<file path="config.mk">
export PLATFORM = sky130hd
export DESIGN_NAME = boot_config_gpio_pins
export DESIGN_NICKNAME = d
export VERILOG_FILES = /design/src/logic/pin_cfg_pkg.sv /design/src/logic/pin_unit.sv /design/src/logic/boot_config_gpio_pins.sv
export SDC_FILE = /design/constraint.sdc
export NUM_CORES = 1
export LEC_CHECK = 0
export ABC_AREA = 0
export BUFFER_PORTS_ARGS = -buffer_cell sky130_fd_sc_hd__buf_2
export CAP_MARGIN = 20
export CORE_MARGIN = 3
export CORE_UTILIZATION = 54
export DETAILED_ROUTE_END_ITERATION = 10
export PLACE_DENSITY_LB_ADDON = 0.08
export SLEW_MARGIN = 20
export SYNTH_ARGS = -nofsm -noshare
export SYNTH_HDL_FRONTEND = slang
export SYNTH_SLANG_ARGS = --single-unit
</file>
<file path="constraint.sdc">
create_clock -name aclk -period 2.1 [get_ports aclk]
set_input_delay 0.105 -clock aclk [delete_from_list [all_inputs] [get_ports aclk]]
set_output_delay 0.105 -clock aclk [all_outputs]
set_load 0.01 [all_outputs]
</file>
<file path="src/logic/pin_cfg_pkg.sv">
// constants, field layout and register map of the boot-time pin configuration block
package pin_cfg_pkg;

  localparam int ADDR_W = 20;
  localparam int NUM_PINS = 3;
  localparam int CFG_W = 16;
  localparam int FN_W = 4;
  localparam int NUM_FN = 16;

  // printed register offsets are word indices; byte address is four times the index
  localparam logic [15:0] PIN3_IDX = 16'h781c;
  localparam logic [15:0] PIN4_IDX = 16'h781d;
  localparam logic [15:0] PIN5_IDX = 16'h781e;
  localparam logic [NUM_PINS-1:0][15:0] PIN_IDX = {PIN5_IDX, PIN4_IDX, PIN3_IDX};

  // block-local registers
  localparam logic [ADDR_W-1:0] INT_STATUS_ADDR = 20'h0_0000;
  localparam logic [ADDR_W-1:0] INT_MASK_ADDR = 20'h0_0004;
  localparam logic [ADDR_W-1:0] OUT_DATA_ADDR = 20'h0_0008;
  localparam logic [ADDR_W-1:0] IN_LEVEL_ADDR = 20'h0_000c;

  // per-pin field positions
  localparam int DIR_BIT = 15;
  localparam int PULL_HI = 14;
  localparam int PULL_LO = 13;
  localparam int INT_MODE_BIT = 12;
  localparam int SUPPLY_BIT = 11;
  localparam int POL_BIT = 10;
  localparam int OD_BIT = 9;
  localparam int ENA_BIT = 8;
  localparam int FN_HI = 7;
  localparam int FN_LO = 4;
  localparam int FREQ_HI = 3;
  localparam int FREQ_LO = 1;
  localparam int LED1_HI = 3;
  localparam int LED1_LO = 2;
  localparam int LED2_HI = 1;
  localparam int LED2_LO = 0;
  localparam int ILIM_HI = 3;
  localparam int ILIM_LO = 1;

  localparam logic [1:0] PULL_NONE = 2'h0;
  localparam logic [1:0] PULL_DOWN = 2'h1;
  localparam logic [1:0] PULL_UP = 2'h2;

  localparam logic [FN_W-1:0] IN_GP_LONG = 4'h0;
  localparam logic [FN_W-1:0] IN_GP = 4'h1;
  localparam logic [FN_W-1:0] IN_SLEEP_WAKE_LONG = 4'h4;
  localparam logic [FN_W-1:0] IN_HW_CTRL1_LONG = 4'he;
  localparam logic [FN_W-1:0] IN_HW_CTRL2_LONG = 4'hf;
  localparam logic [FN_W-1:0] OUT_GP = 4'h0;
  localparam logic [FN_W-1:0] OUT_RSVD_LO = 4'h5;
  localparam logic [FN_W-1:0] OUT_RSVD_HI = 4'h7;

  // reset values: input, pull-down, single edge, active high, push-pull, tri-stated
  localparam logic [15:0] PIN3_RST = 16'ha400;
  localparam logic [15:0] PIN4_RST = 16'ha40f;
  localparam logic [15:0] PIN5_RST = 16'ha404;
  localparam logic [NUM_PINS-1:0][15:0] PIN_RST = {PIN5_RST, PIN4_RST, PIN3_RST};
  // bit 0 of pin3 and pin5 words is reserved and reads zero
  localparam logic [NUM_PINS-1:0][15:0] PIN_WMASK = {16'hfffe, 16'hffff, 16'hfffe};

  localparam logic [1:0] RESP_OKAY = 2'h0;
  localparam logic [1:0] RESP_SLVERR = 2'h2;

  localparam int DEBOUNCE_CYCLES = 16;

endpackage

</file>
<file path="src/logic/pin_unit.sv">
// one configurable pin: input conditioning, edge detection, function routing and pad drive
`timescale 1ns/1ns
module pin_unit
  import pin_cfg_pkg::*;
#(
  parameter int DB_CYCLES = DEBOUNCE_CYCLES
) (
  input wire logic aclk, // block clock
  input wire logic aresetn, // synchronous reset, active low
  input wire logic [CFG_W-1:0] cfg, // configuration word of this pin
  input wire logic pin_in, // pad level as seen by the input buffer
  input wire logic out_value, // general output value from software
  input wire logic [NUM_FN-1:0] out_sources, // internal status signals per output code
  output logic pin_out, // pad output value
  output logic pin_oe, // pad output enable, high while driving
  output logic pull_up_en, // pull-up resistor enable
  output logic pull_down_en, // pull-down resistor enable
  output logic active_level, // conditioned level after polarity
  output logic edge_event, // one-cycle pulse on an interrupting edge
  output logic [NUM_FN-1:0] requests // input function requests, one-hot by code
);

  localparam int DB_W = $clog2(DB_CYCLES + 1);

  logic sample;
  logic stable;
  logic prev_stable;
  logic [DB_W-1:0] db_count;
  logic is_input;
  logic active_now;
  logic active_prev;
  logic edge_cond;
  logic src;
  logic drive;
  logic [FN_W-1:0] fn;

  function automatic logic long_debounce(input logic [FN_W-1:0] code);
    return code == IN_GP_LONG || code == IN_SLEEP_WAKE_LONG ||
           code == IN_HW_CTRL1_LONG || code == IN_HW_CTRL2_LONG;
  endfunction

  assign fn = cfg[FN_HI:FN_LO];
  assign is_input = cfg[DIR_BIT] & cfg[ENA_BIT];
  assign active_now = cfg[POL_BIT] ? stable : ~stable;
  assign active_prev = cfg[POL_BIT] ? prev_stable : ~prev_stable;
  // mode 0 follows the active edge, so polarity picks rising or falling
  assign edge_cond = cfg[INT_MODE_BIT] ? (stable != prev_stable)
                                       : (active_now & ~active_prev);
  // reserved output codes drive inactive
  assign src = (fn == OUT_GP) ? out_value :
               (fn >= OUT_RSVD_LO && fn <= OUT_RSVD_HI) ? 1'b0 : out_sources[fn];
  assign drive = cfg[POL_BIT] ? src : ~src;

  always_ff @(posedge aclk) begin
    if (!aresetn) begin
      sample <= 1'b0;
      prev_stable <= 1'b0;
    end else begin
      sample <= pin_in;
      prev_stable <= stable;
    end
  end

  // long debounce: a new level must hold for DB_CYCLES samples
  always_ff @(posedge aclk) begin
    if (!aresetn) begin
      stable <= 1'b0;
      db_count <= '0;
    end else if (!long_debounce(fn) || !cfg[DIR_BIT]) begin
      stable <= sample;
      db_count <= '0;
    end else if (sample == stable) begin
      db_count <= '0;
    end else if (db_count == DB_W'(DB_CYCLES - 1)) begin
      stable <= sample;
      db_count <= '0;
    end else begin
      db_count <= db_count + 1'b1;
    end
  end

  always_ff @(posedge aclk) begin
    if (!aresetn) begin
      edge_event <= 1'b0;
      active_level <= 1'b0;
      requests <= '0;
    end else begin
      edge_event <= is_input & edge_cond;
      active_level <= active_now;
      requests <= is_input ? (NUM_FN'(1) << fn) & {NUM_FN{active_now}} : '0;
    end
  end

  always_ff @(posedge aclk) begin
    if (!aresetn) begin
      pin_out <= 1'b0;
      pin_oe <= 1'b0;
      pull_up_en <= 1'b0;
      pull_down_en <= 1'b1;
    end else begin
      pin_out <= cfg[OD_BIT] ? 1'b0 : drive;
      pin_oe <= cfg[ENA_BIT] & ~cfg[DIR_BIT] & (cfg[OD_BIT] ? ~drive : 1'b1);
      pull_up_en <= cfg[PULL_HI:PULL_LO] == PULL_UP;
      pull_down_en <= cfg[PULL_HI:PULL_LO] == PULL_DOWN;
    end
  end

endmodule // pin_unit

</file>
<file path="src/logic/boot_config_gpio_pins.sv">
// start-up configuration of three general-purpose pins with an AXI4-Lite register slave
// How it works
// - pull field: 00 none, 01 pull-down, 10 pull-up, 11 reserved; pull-down default.
// - edge mode 0: interrupt on rising edge if active high, falling if active low.
// - edge mode 1: interrupt on both edges whatever the polarity.
// - polarity 0 means active low, 1 active high; active high after reset.
// - driver bit 0 selects push-pull output, 1 open-drain; push-pull after reset.
// - enable bit 0 keeps the pin tri-stated, 1 lets it work; tri-stated after reset.
// - input code 0 is general input with long debounce, 1 without; field resets 0000.
// - input codes 2 to 7 are power, sleep/wake, sleep, power-on and watchdog requests.
// - input codes 8 to 15 are scaling inputs, hardware enables and hardware controls.
// - output codes 0 to 4: general value, slow clock, ON, SLEEP, state change.
// - output codes 8 to 13: scaling done, external enables, supply and power good.
// - output code 14 is the external power clock, 15 the auxiliary reset.
// - three-bit synthesiser frequency select from 2.048 to 24.576 MHz; default 000.
// - first indicator source: off, power state, charger or manual; default manual.
// - second indicator source: off, power state, charger or manual; default manual.
`timescale 1ns/1ns
module boot_config_gpio_pins
  import pin_cfg_pkg::*;
#(
  parameter int DB_CYCLES = DEBOUNCE_CYCLES
) (
  input wire logic aclk, // 25 MHz block clock
  input wire logic aresetn, // synchronous reset, active low
  input wire logic [ADDR_W-1:0] awaddr, // write address
  input wire logic [2:0] awprot, // write protection, ignored
  input wire logic awvalid, // write address valid
  output logic awready, // write address ready
  input wire logic [31:0] wdata, // write data
  input wire logic [3:0] wstrb, // write byte strobes
  input wire logic wvalid, // write data valid
  output logic wready, // write data ready
  output logic [1:0] bresp, // write response
  output logic bvalid, // write response valid
  input wire logic bready, // write response ready
  input wire logic [ADDR_W-1:0] araddr, // read address
  input wire logic [2:0] arprot, // read protection, ignored
  input wire logic arvalid, // read address valid
  output logic arready, // read address ready
  output logic [31:0] rdata, // read data
  output logic [1:0] rresp, // read response
  output logic rvalid, // read data valid
  input wire logic rready, // read data ready
  input wire logic [NUM_PINS-1:0] pin_in, // pad input levels, pins 3..5
  output logic [NUM_PINS-1:0] pin_out, // pad output values
  output logic [NUM_PINS-1:0] pin_oe, // pad output enables
  output logic [NUM_PINS-1:0] pull_up_en, // pull-up enables
  output logic [NUM_PINS-1:0] pull_down_en, // pull-down enables
  output logic [NUM_PINS-1:0] pin_supply_select, // pad supply domain per pin
  input wire logic [NUM_FN-1:0] out_sources, // internal status signals by output code
  output logic [NUM_FN-1:0] input_requests, // requests by input code, any pin
  output logic [2:0] synth_auto_frequency, // synthesiser automatic frequency code
  output logic [1:0] first_indicator_source, // first indicator source select
  output logic [1:0] second_indicator_source, // second indicator source select
  output logic [2:0] usb_current_limit, // supply current limit code
  output logic irq // level interrupt, high while an unmasked status bit is set
);

  //////////////////////////////////////////////////////////////////////////////

  logic [NUM_PINS-1:0][CFG_W-1:0] pin_cfg;
  logic [NUM_PINS-1:0] int_status;
  logic [NUM_PINS-1:0] int_mask;
  logic [NUM_PINS-1:0] out_data;
  logic [NUM_PINS-1:0] active_level;
  logic [NUM_PINS-1:0] edge_event;
  logic [NUM_PINS-1:0][NUM_FN-1:0] pin_requests;
  logic [NUM_FN-1:0] next_requests;

  logic [ADDR_W-1:0] aw_addr_q;
  logic [31:0] w_data_q;
  logic [3:0] w_strb_q;
  logic do_write;
  logic wr_mapped;
  logic [NUM_PINS-1:0] status_clear;
  logic [31:0] next_rdata;
  logic rd_mapped;

  function automatic logic [ADDR_W-1:0] pin_addr(input int idx);
    return {2'b00, PIN_IDX[idx], 2'b00};
  endfunction

  function automatic logic is_mapped(input logic [ADDR_W-1:0] addr);
    logic hit;
    hit = addr == INT_STATUS_ADDR || addr == INT_MASK_ADDR ||
          addr == OUT_DATA_ADDR || addr == IN_LEVEL_ADDR;
    for (int i = 0; i < NUM_PINS; i++) begin
      hit = hit | (addr == pin_addr(i));
    end
    return hit;
  endfunction

  // byte lanes above the low halfword carry nothing
  function automatic logic [15:0] merge16(input logic [15:0] old, input logic [31:0] data,
                                          input logic [3:0] strb, input logic [15:0] wmask);
    logic [15:0] res;
    res = old;
    if (strb[0]) begin
      res[7:0] = data[7:0];
    end
    if (strb[1]) begin
      res[15:8] = data[15:8];
    end
    return res & wmask;
  endfunction

  //////////////////////////////////////////////////////////////////////////////
  // write channel: address and data are taken in either order, response after both

  assign do_write = ~awready & ~wready & ~bvalid;
  assign wr_mapped = is_mapped(aw_addr_q);

  always_ff @(posedge aclk) begin
    if (!aresetn) begin
      awready <= 1'b1;
      aw_addr_q <= '0;
    end else if (awvalid && awready) begin
      awready <= 1'b0;
      aw_addr_q <= awaddr;
    end else if (bvalid && bready) begin
      awready <= 1'b1;
    end
  end

  always_ff @(posedge aclk) begin
    if (!aresetn) begin
      wready <= 1'b1;
      w_data_q <= '0;
      w_strb_q <= '0;
    end else if (wvalid && wready) begin
      wready <= 1'b0;
      w_data_q <= wdata;
      w_strb_q <= wstrb;
    end else if (bvalid && bready) begin
      wready <= 1'b1;
    end
  end

  always_ff @(posedge aclk) begin
    if (!aresetn) begin
      bvalid <= 1'b0;
      bresp <= RESP_OKAY;
    end else if (do_write) begin
      bvalid <= 1'b1;
      bresp <= wr_mapped ? RESP_OKAY : RESP_SLVERR;
    end else if (bready) begin
      bvalid <= 1'b0;
    end
  end

  //////////////////////////////////////////////////////////////////////////////
  // configuration words; the whole word is stored except reserved bit 0 of pins 3 and 5, fields fan out below

  for (genvar i = 0; i < NUM_PINS; i++) begin : g_cfg
    always_ff @(posedge aclk) begin
      if (!aresetn) begin
        pin_cfg[i] <= PIN_RST[i];
      end else if (do_write && aw_addr_q == pin_addr(i)) begin
        pin_cfg[i] <= merge16(pin_cfg[i], w_data_q, w_strb_q, PIN_WMASK[i]);
      end
    end
  end

  always_ff @(posedge aclk) begin
    if (!aresetn) begin
      int_mask <= '0;
      out_data <= '0;
    end else if (do_write && aw_addr_q == INT_MASK_ADDR && w_strb_q[0]) begin
      int_mask <= w_data_q[NUM_PINS-1:0];
    end else if (do_write && aw_addr_q == OUT_DATA_ADDR && w_strb_q[0]) begin
      out_data <= w_data_q[NUM_PINS-1:0];
    end
  end

  //////////////////////////////////////////////////////////////////////////////
  // pins

  for (genvar i = 0; i < NUM_PINS; i++) begin : g_pin
    pin_unit #(
      .DB_CYCLES(DB_CYCLES)
    ) u_pin (
      .aclk(aclk),
      .aresetn(aresetn),
      .cfg(pin_cfg[i]),
      .pin_in(pin_in[i]),
      .out_value(out_data[i]),
      .out_sources(out_sources),
      .pin_out(pin_out[i]),
      .pin_oe(pin_oe[i]),
      .pull_up_en(pull_up_en[i]),
      .pull_down_en(pull_down_en[i]),
      .active_level(active_level[i]),
      .edge_event(edge_event[i]),
      .requests(pin_requests[i])
    );
  end

  always_comb begin
    next_requests = '0;
    for (int i = 0; i < NUM_PINS; i++) begin
      next_requests = next_requests | pin_requests[i];
    end
  end

  always_ff @(posedge aclk) begin
    if (!aresetn) begin
      input_requests <= '0;
    end else begin
      input_requests <= next_requests;
    end
  end

  always_ff @(posedge aclk) begin
    if (!aresetn) begin
      pin_supply_select <= '0;
      synth_auto_frequency <= '0;
      first_indicator_source <= 2'h3;
      second_indicator_source <= 2'h3;
      usb_current_limit <= 3'h2;
    end else begin
      for (int i = 0; i < NUM_PINS; i++) begin
        pin_supply_select[i] <= pin_cfg[i][SUPPLY_BIT];
      end
      synth_auto_frequency <= pin_cfg[0][FREQ_HI:FREQ_LO];
      first_indicator_source <= pin_cfg[1][LED1_HI:LED1_LO];
      second_indicator_source <= pin_cfg[1][LED2_HI:LED2_LO];
      usb_current_limit <= pin_cfg[2][ILIM_HI:ILIM_LO];
    end
  end

  //////////////////////////////////////////////////////////////////////////////
  // interrupts: a fresh edge wins over a same-cycle clear

  always_comb begin
    status_clear = '0;
    if (do_write && aw_addr_q == INT_STATUS_ADDR && w_strb_q[0]) begin
      status_clear = w_data_q[NUM_PINS-1:0];
    end
  end

  always_ff @(posedge aclk) begin
    if (!aresetn) begin
      int_status <= '0;
    end else begin
      int_status <= (int_status & ~status_clear) | edge_event;
    end
  end

  always_ff @(posedge aclk) begin
    if (!aresetn) begin
      irq <= 1'b0;
    end else begin
      irq <= |(int_status & int_mask);
    end
  end

  //////////////////////////////////////////////////////////////////////////////
  // read channel: data one cycle after the address is taken

  assign rd_mapped = is_mapped(araddr);

  always_comb begin
    next_rdata = '0;
    if (araddr == INT_STATUS_ADDR) begin
      next_rdata[NUM_PINS-1:0] = int_status;
    end else if (araddr == INT_MASK_ADDR) begin
      next_rdata[NUM_PINS-1:0] = int_mask;
    end else if (araddr == OUT_DATA_ADDR) begin
      next_rdata[NUM_PINS-1:0] = out_data;
    end else if (araddr == IN_LEVEL_ADDR) begin
      next_rdata[NUM_PINS-1:0] = active_level;
    end else begin
      for (int i = 0; i < NUM_PINS; i++) begin
        if (araddr == pin_addr(i)) begin
          next_rdata[CFG_W-1:0] = pin_cfg[i];
        end
      end
    end
  end

  always_ff @(posedge aclk) begin
    if (!aresetn) begin
      arready <= 1'b1;
      rvalid <= 1'b0;
      rdata <= '0;
      rresp <= RESP_OKAY;
    end else if (arvalid && arready) begin
      arready <= 1'b0;
      rvalid <= 1'b1;
      rdata <= next_rdata;
      rresp <= rd_mapped ? RESP_OKAY : RESP_SLVERR;
    end else if (rvalid && rready) begin
      arready <= 1'b1;
      rvalid <= 1'b0;
    end
  end

endmodule // boot_config_gpio_pins

</file>
Word-level counts from Yosys, hierarchy flattened:

Index checks and enable logic that the tools add are counted.

* flip-flop bits (word level): 238
* latch bits: 0
* bits in writable memories: 0
* ROM bits: 0
* input bits: 108
* memories: 0

* add/sub/neg operators: 3
* multipliers: 0
* divide/modulo/power cells: 0
* $lt $le $gt $ge: 9
* equal/unequal tests: 39
* shift-type cells: 3
* multiplexer cells: 59
* bitwise operators: 55
* reduce and logical (&&, ||, !) cells: 73

Operator list (number)
* equality test 20 x 17 -> 1 bit, second input constant: 6
* equality test 20 x 4 -> 1 bit, second input constant: 4
* two-way mux 13 bit: 4
* AND 16 bit: 3
* two-way mux 16 bit: 3
* << shifter 1 x 4 -> 16 bit, first input constant: 3
* two-way mux 1 bit: 42
* equality test 20 x 3 -> 1 bit, second input constant: 2
* logical NOT 20 bit: 2
* OR 16 bit: 2
* AND reduction 2 bit: 13
* equality test 4 bit, second input constant: 6
* inverter 1 bit: 23
* logical OR 1 bit: 18
* AND 1 bit: 17
* logical AND 1 bit: 17
* adder 5 x 1 -> 5 bit, second input constant: 3
* equality test 5 x 4 -> 1 bit, second input constant: 3
* < comparator 4 x 5 -> 1 bit, second input constant: 3
* two-way mux 3 bit: 5
* nonzero test 2 bit: 7
* binary-select mux 1 bit (select 4 bit): 3
* equality test 4 x 3 -> 1 bit, second input constant: 3
* greater-or-equal comparator 4 x 3 -> 1 bit, second input constant: 3
* 16 further kinds: 46

Longest topological paths before layout:

* word-level depth: 9
* depth in mapped cells: 7
* depth with buffers taken out: 6

Hierarchy:

A second synthesis with hierarchy kept.

* cell total of the unflattened synthesis: 992
* area total of the unflattened synthesis: 9261.4 µm²

Modules (own cells, without submodules)
* boot_config_gpio_pins: instances 1, cells each 647, area each 5850.6 µm², seq. area each 2922.8 µm²
* pin_unit (g_pin[0].u_pin ...): instances 2, cells each 116, area each 1126.1 µm², seq. area each 600.6 µm²
* pin_unit (g_pin[2].u_pin): instances 1, cells each 113, area each 1158.6 µm², seq. area each 600.6 µm²

Least setup slack after synthesis:

Ideal clock, no wire load.

* kind: reg-to-reg
* start point: reg bvalid
* end point: reg pin_cfg[12] (netlist bit)
* data arrival time: 1.702 ns
* required time: 1.984 ns
* setup slack: 0.282 ns
* stages on the path, launching flop included: 6
* buffers on the path: 1
* path through: dfxtp_1 or3_1 nor4_2 nand4_1 buf_2 a31o_2

* word-level cells in the longest chain between the ends: 4

RTL lines
* start: declaration: RTL line boot_config_gpio_pins.sv:35 `output logic bvalid,`
* start signal: assignment: RTL line boot_config_gpio_pins.sv:142 `bvalid <= 1'b0;`
* start signal: assignment: RTL line boot_config_gpio_pins.sv:145 `bvalid <= 1'b1;`
* start signal: assignment: RTL line boot_config_gpio_pins.sv:148 `bvalid <= 1'b0;`
* inverter 1 bit: RTL line boot_config_gpio_pins.sv:111 `assign do_write = ~awready & ~wready & ~bvalid;`
* AND 1 bit: RTL line boot_config_gpio_pins.sv:111
* logical AND 1 bit: RTL line boot_config_gpio_pins.sv:159 `end else if (do_write && aw_addr_q == pin_addr(i)) begin`
* AND reduction 2 bit (no line)
* end signal: indexed assignment: RTL line boot_config_gpio_pins.sv:158 `pin_cfg[i] <= PIN_RST[i];`
* end signal: indexed assignment: RTL line boot_config_gpio_pins.sv:160 `pin_cfg[i] <= merge16(pin_cfg[i], w_data_q, w_strb_q, PIN_WMASK[i]);`
* end: declaration: RTL line boot_config_gpio_pins.sv:62 `logic [NUM_PINS-1:0][CFG_W-1:0] pin_cfg;`

No other way between the ends.
A chain may end at the register's enable or synchronous reset.

Final worst setup path:

* start point: reg pin_cfg[20] (netlist bit)
* end point: reg g_pin[1].u_pin.pin_oe

* word-level cells in the longest chain between the ends: 9

RTL lines
* binary-select mux 1 bit (select 4 bit), or another cell as far along: RTL line pin_unit.sv:51 `(fn >= OUT_RSVD_LO && fn <= OUT_RSVD_HI) ? 1'b0 : out_sources[fn];`
* two-way mux 1 bit (not written as such) or logical AND 1 bit (tied branches): RTL line pin_unit.sv:51
* two-way mux 1 bit: RTL line pin_unit.sv:51
* two-way mux 1 bit (*): RTL line pin_unit.sv:50 `assign src = (fn == OUT_GP) ? out_value :`
* inverter 1 bit: RTL line pin_unit.sv:52 `assign drive = cfg[POL_BIT] ? src : ~src;`
* two-way mux 1 bit (*): RTL line pin_unit.sv:52
* inverter 1 bit (*): RTL line pin_unit.sv:102 `pin_oe <= cfg[ENA_BIT] & ~cfg[DIR_BIT] & (cfg[OD_BIT] ? ~drive : 1'b1);`
* two-way mux 1 bit (*): RTL line pin_unit.sv:102
* AND 1 bit (*): RTL line pin_unit.sv:102
* end signal: assignment: RTL line pin_unit.sv:102
* end: declaration: RTL line pin_unit.sv:15 `output logic pin_oe,`

Every way passes the cells marked *; elsewhere a longest branch is shown, timed or not. The select of a mux whose other input is x is not followed.

==> impl_metrics.ini <==
[timing]
fin_crit_ns = 1.87
fmax_mhz = 534
tightest_slew_ns = 0.874
slew_violations = 0
setup_tns_ns = 0
min_period_over_period_pct = 89.1
layout_setup_ws_ns = 0.229
relSlewSlack_pct = 41.3
clock_skew_ns = 0.0166
rsz0062_at_grt = no
hold_violations = 0
setup_viol = 0

[setup_path]
rr_endpoint = g_pin[1].u_pin.pin_oe
worstPathArrival_ns = 2.29
reg2reg_depth = 5
crit_path_end_kind = register
crit_start = pin_cfg[20]
start_kind = register
r2r-start = pin_cfg[20]
path_class = register to register
crit_end = g_pin[1].u_pin.pin_oe
critPathMaxFanout = 4
crit_required_ns = 2.51
rrSetupSlack_ns = 0.23

[drt]
wl_um = 22400
routedWlPerCell_um = 16.0
dr_total_vias = 7456
via_per_inst = 5.33
ant_nets = 0
drc = 0
drtPass1Iterations = 7
drt_iter0_drc = 586

[synthesis]
synth_area_um2 = 9160
synth_top_cell_area_share_pct = 51.6
synth_seq_area_share_pct = 51.6
synth_flop_cell = dfxtp_1
synthTopCellsByArea = dfxtp_1, nand2_1, mux2i_1
yosysTopAreaCell = dfxtp_1
synth_top_family_by_area = simple AND/OR/NAND/NOR gates
synthCells = 985
muxShareOfSynthArea_pct = 6.15
ys_warn_count = 0
synth-adder-area-share_pct = 0.819
synth_xor_area_share_pct = 1.72
syn_area_per_cell_um2 = 9.30
synth_edf_count = 0
ys_ff_latch = 236
ys_types = 56
synth-async-reset-ratio_pct = 0
synth_compound_area_share_pct = 13.4
yosys.area_share.simple_pct = 20.9

[clock_network]
clkLatencyLatePin_ns = 0.51
cts_resized = 0
cts-hold-fix-buffers = 44
clockBufferDepth = 3
cts_setup_buffers = 0
clk_pin_slew_worst_paths_ns = 0.06
htree_levels = 1
cts_tree = yes
numCtsBuffers = 25
clockRootBuffer = clkbuf_16
cts.sinks = 236

[power]
leakage_nw = 4.63
fin_total_pwr_mw = 9.24
irDropWorstVdd_mv = 0.619
power.density_nw_per_um2 = 820

[floorplanning]
die-area_um2 = 18600
dieWidth_um = 136
rows = 46
start_util_pct = 56.5
dieHeight_um = 136
core-area_um2 = 16200
ioPinCount = 191

[final_layout]
nNetsFinal = 1281
final_common_cell = dfxtp_1
layout_common_cells = dfxtp_1, nand2_1, buf_2, nor2_1, o21ai_0
antenna_cells = 0
syn2layout_area_growth_pct = 23.0
fin_util_pct = 69.4
layout-drive-gt1-share_pct = 20.5

[global_route]
grt_first_pass_wirelength_um = 35100
gr-usage-all-layers_pct = 23.6
grt_pass1_vias = 6716
grt-ovfl-total = 0
grt_max_degree = 91
antenna_found_initial = 0

[run_status]
status = finished, final reports clean

[placed_design]
pre_cts_slack_ns = 0.212
port_buffers = 144
dpl.hpwl_um = 15800
gp_congestion = 0.882

[flow_run]
maxCapViolCount = 0

[worst_hold_path]
min-delay-path-class = input port to register
## cell usage after synthesis, drive strengths merged (6+ instances only)
cell and count:
a31o 6, mux4 6, nor3 26, mux2i 36, xor2 6, nand2 158, a21boi 40, nor2b 16
clkbuf 46, a31oi 11, dfxtp 236, mux2 6, o21ai 55, ha 6, nand4 9, buf 36
nand3 33, a21oi 7, xnor2 12, nor2 76, o31a 16, and3 13, a22o 8, a22oi 12
nand2b 17, inv 19, and2 24, nor4 12
## flip-flops by register name, indices dropped and copies added, names as in the netlist, 15 cells and up
signal and count:
g_pin.u_pin.requests 48, pin_cfg 46, aw_addr_q 20, input_requests 16, rdata 16, w_data_q 16, g_pin.u_pin.db_count 15
## per-stage QoR
| stage | cells | instance area [µm²] | hold WS (ns) |
|---|---|---|---|
| 2_1_floorplan | 1002 | 9230 | 0.232 |
| 3_3_place_gp | 1312 | 10000 | 0.318 |
| 3_5_place_dp | 1312 | 10000 | 0.314 |
| 4_1_cts | 1399 | 11300 | 0.0114 |
| 5_1_grt | 1399 | 11300 | 0.0232 |
| 6_report | 1399 | 11300 | 0.0306 |
## worst max-delay path, stage by stage (launching register included)
cell      delay [ns]
dfxtp_1         0.43
mux4_2          0.54
mux2i_1         0.18
a22oi_1         0.19
xnor2_1         0.19
a211oi_1        0.26
## worst min path at each step
stage              start                    end  cells after the start  slack (ns)
4_1_cts          arvalid                 rvalid                      3        0.01
6_report         arvalid                 rvalid                      3        0.03
5_1_grt          arvalid                 rvalid                      3        0.02
2_1_floorplan  pin_in[0]  g_pin[0].u_pin.sample                      1        0.23
3_5_place_dp   pin_in[0]  g_pin[0].u_pin.sample                      2        0.31
3_3_place_gp   pin_in[2]  g_pin[2].u_pin.sample                      2        0.32
## layout make-up
cell class | count | area (µm²)
sequential | 236 | 4720
multi-input combinational | 665 | 4000
fill | 1320 | 4960
tap | 216 | 270
clock inverter | 4 | 23.8
timing repair buffer | 220 | 1420
clock buffer | 39 | 758
inverter | 19 | 71.3
## layer usage
layer | track usage, % | vias up | wire (µm) | share of wire [%]
li1 | - | 3723 | - | -
met3 | 3.48 | 30 | 1450 | 6.5
met2 | 37.3 | 248 | 10100 | 45
met1 | 34.4 | 3455 | 10500 | 47
met4 | 5.38 | 0 | 388 | 1.7
met5 | 0 | - | 0 | 0
## power by group
part,internal [mW],switching [mW]
clock network,2.46,1.67
registers,4.54,0.0572
logic,0.229,0.278
total,7.23,2.01
## cell families (layout without fill, tap and decap cells)
group,Yosys count,after routing
AOI/OAI and AO/OA,178,178
other,1,18
adders and majority gates,6,6
and+or+nand+nor,397,397
xor gates and xnor gates,18,18
muxes,48,48
buffers and inverters,101,282
DFF,236,236
No activity file was read; power rests on OpenSTA's default activity.
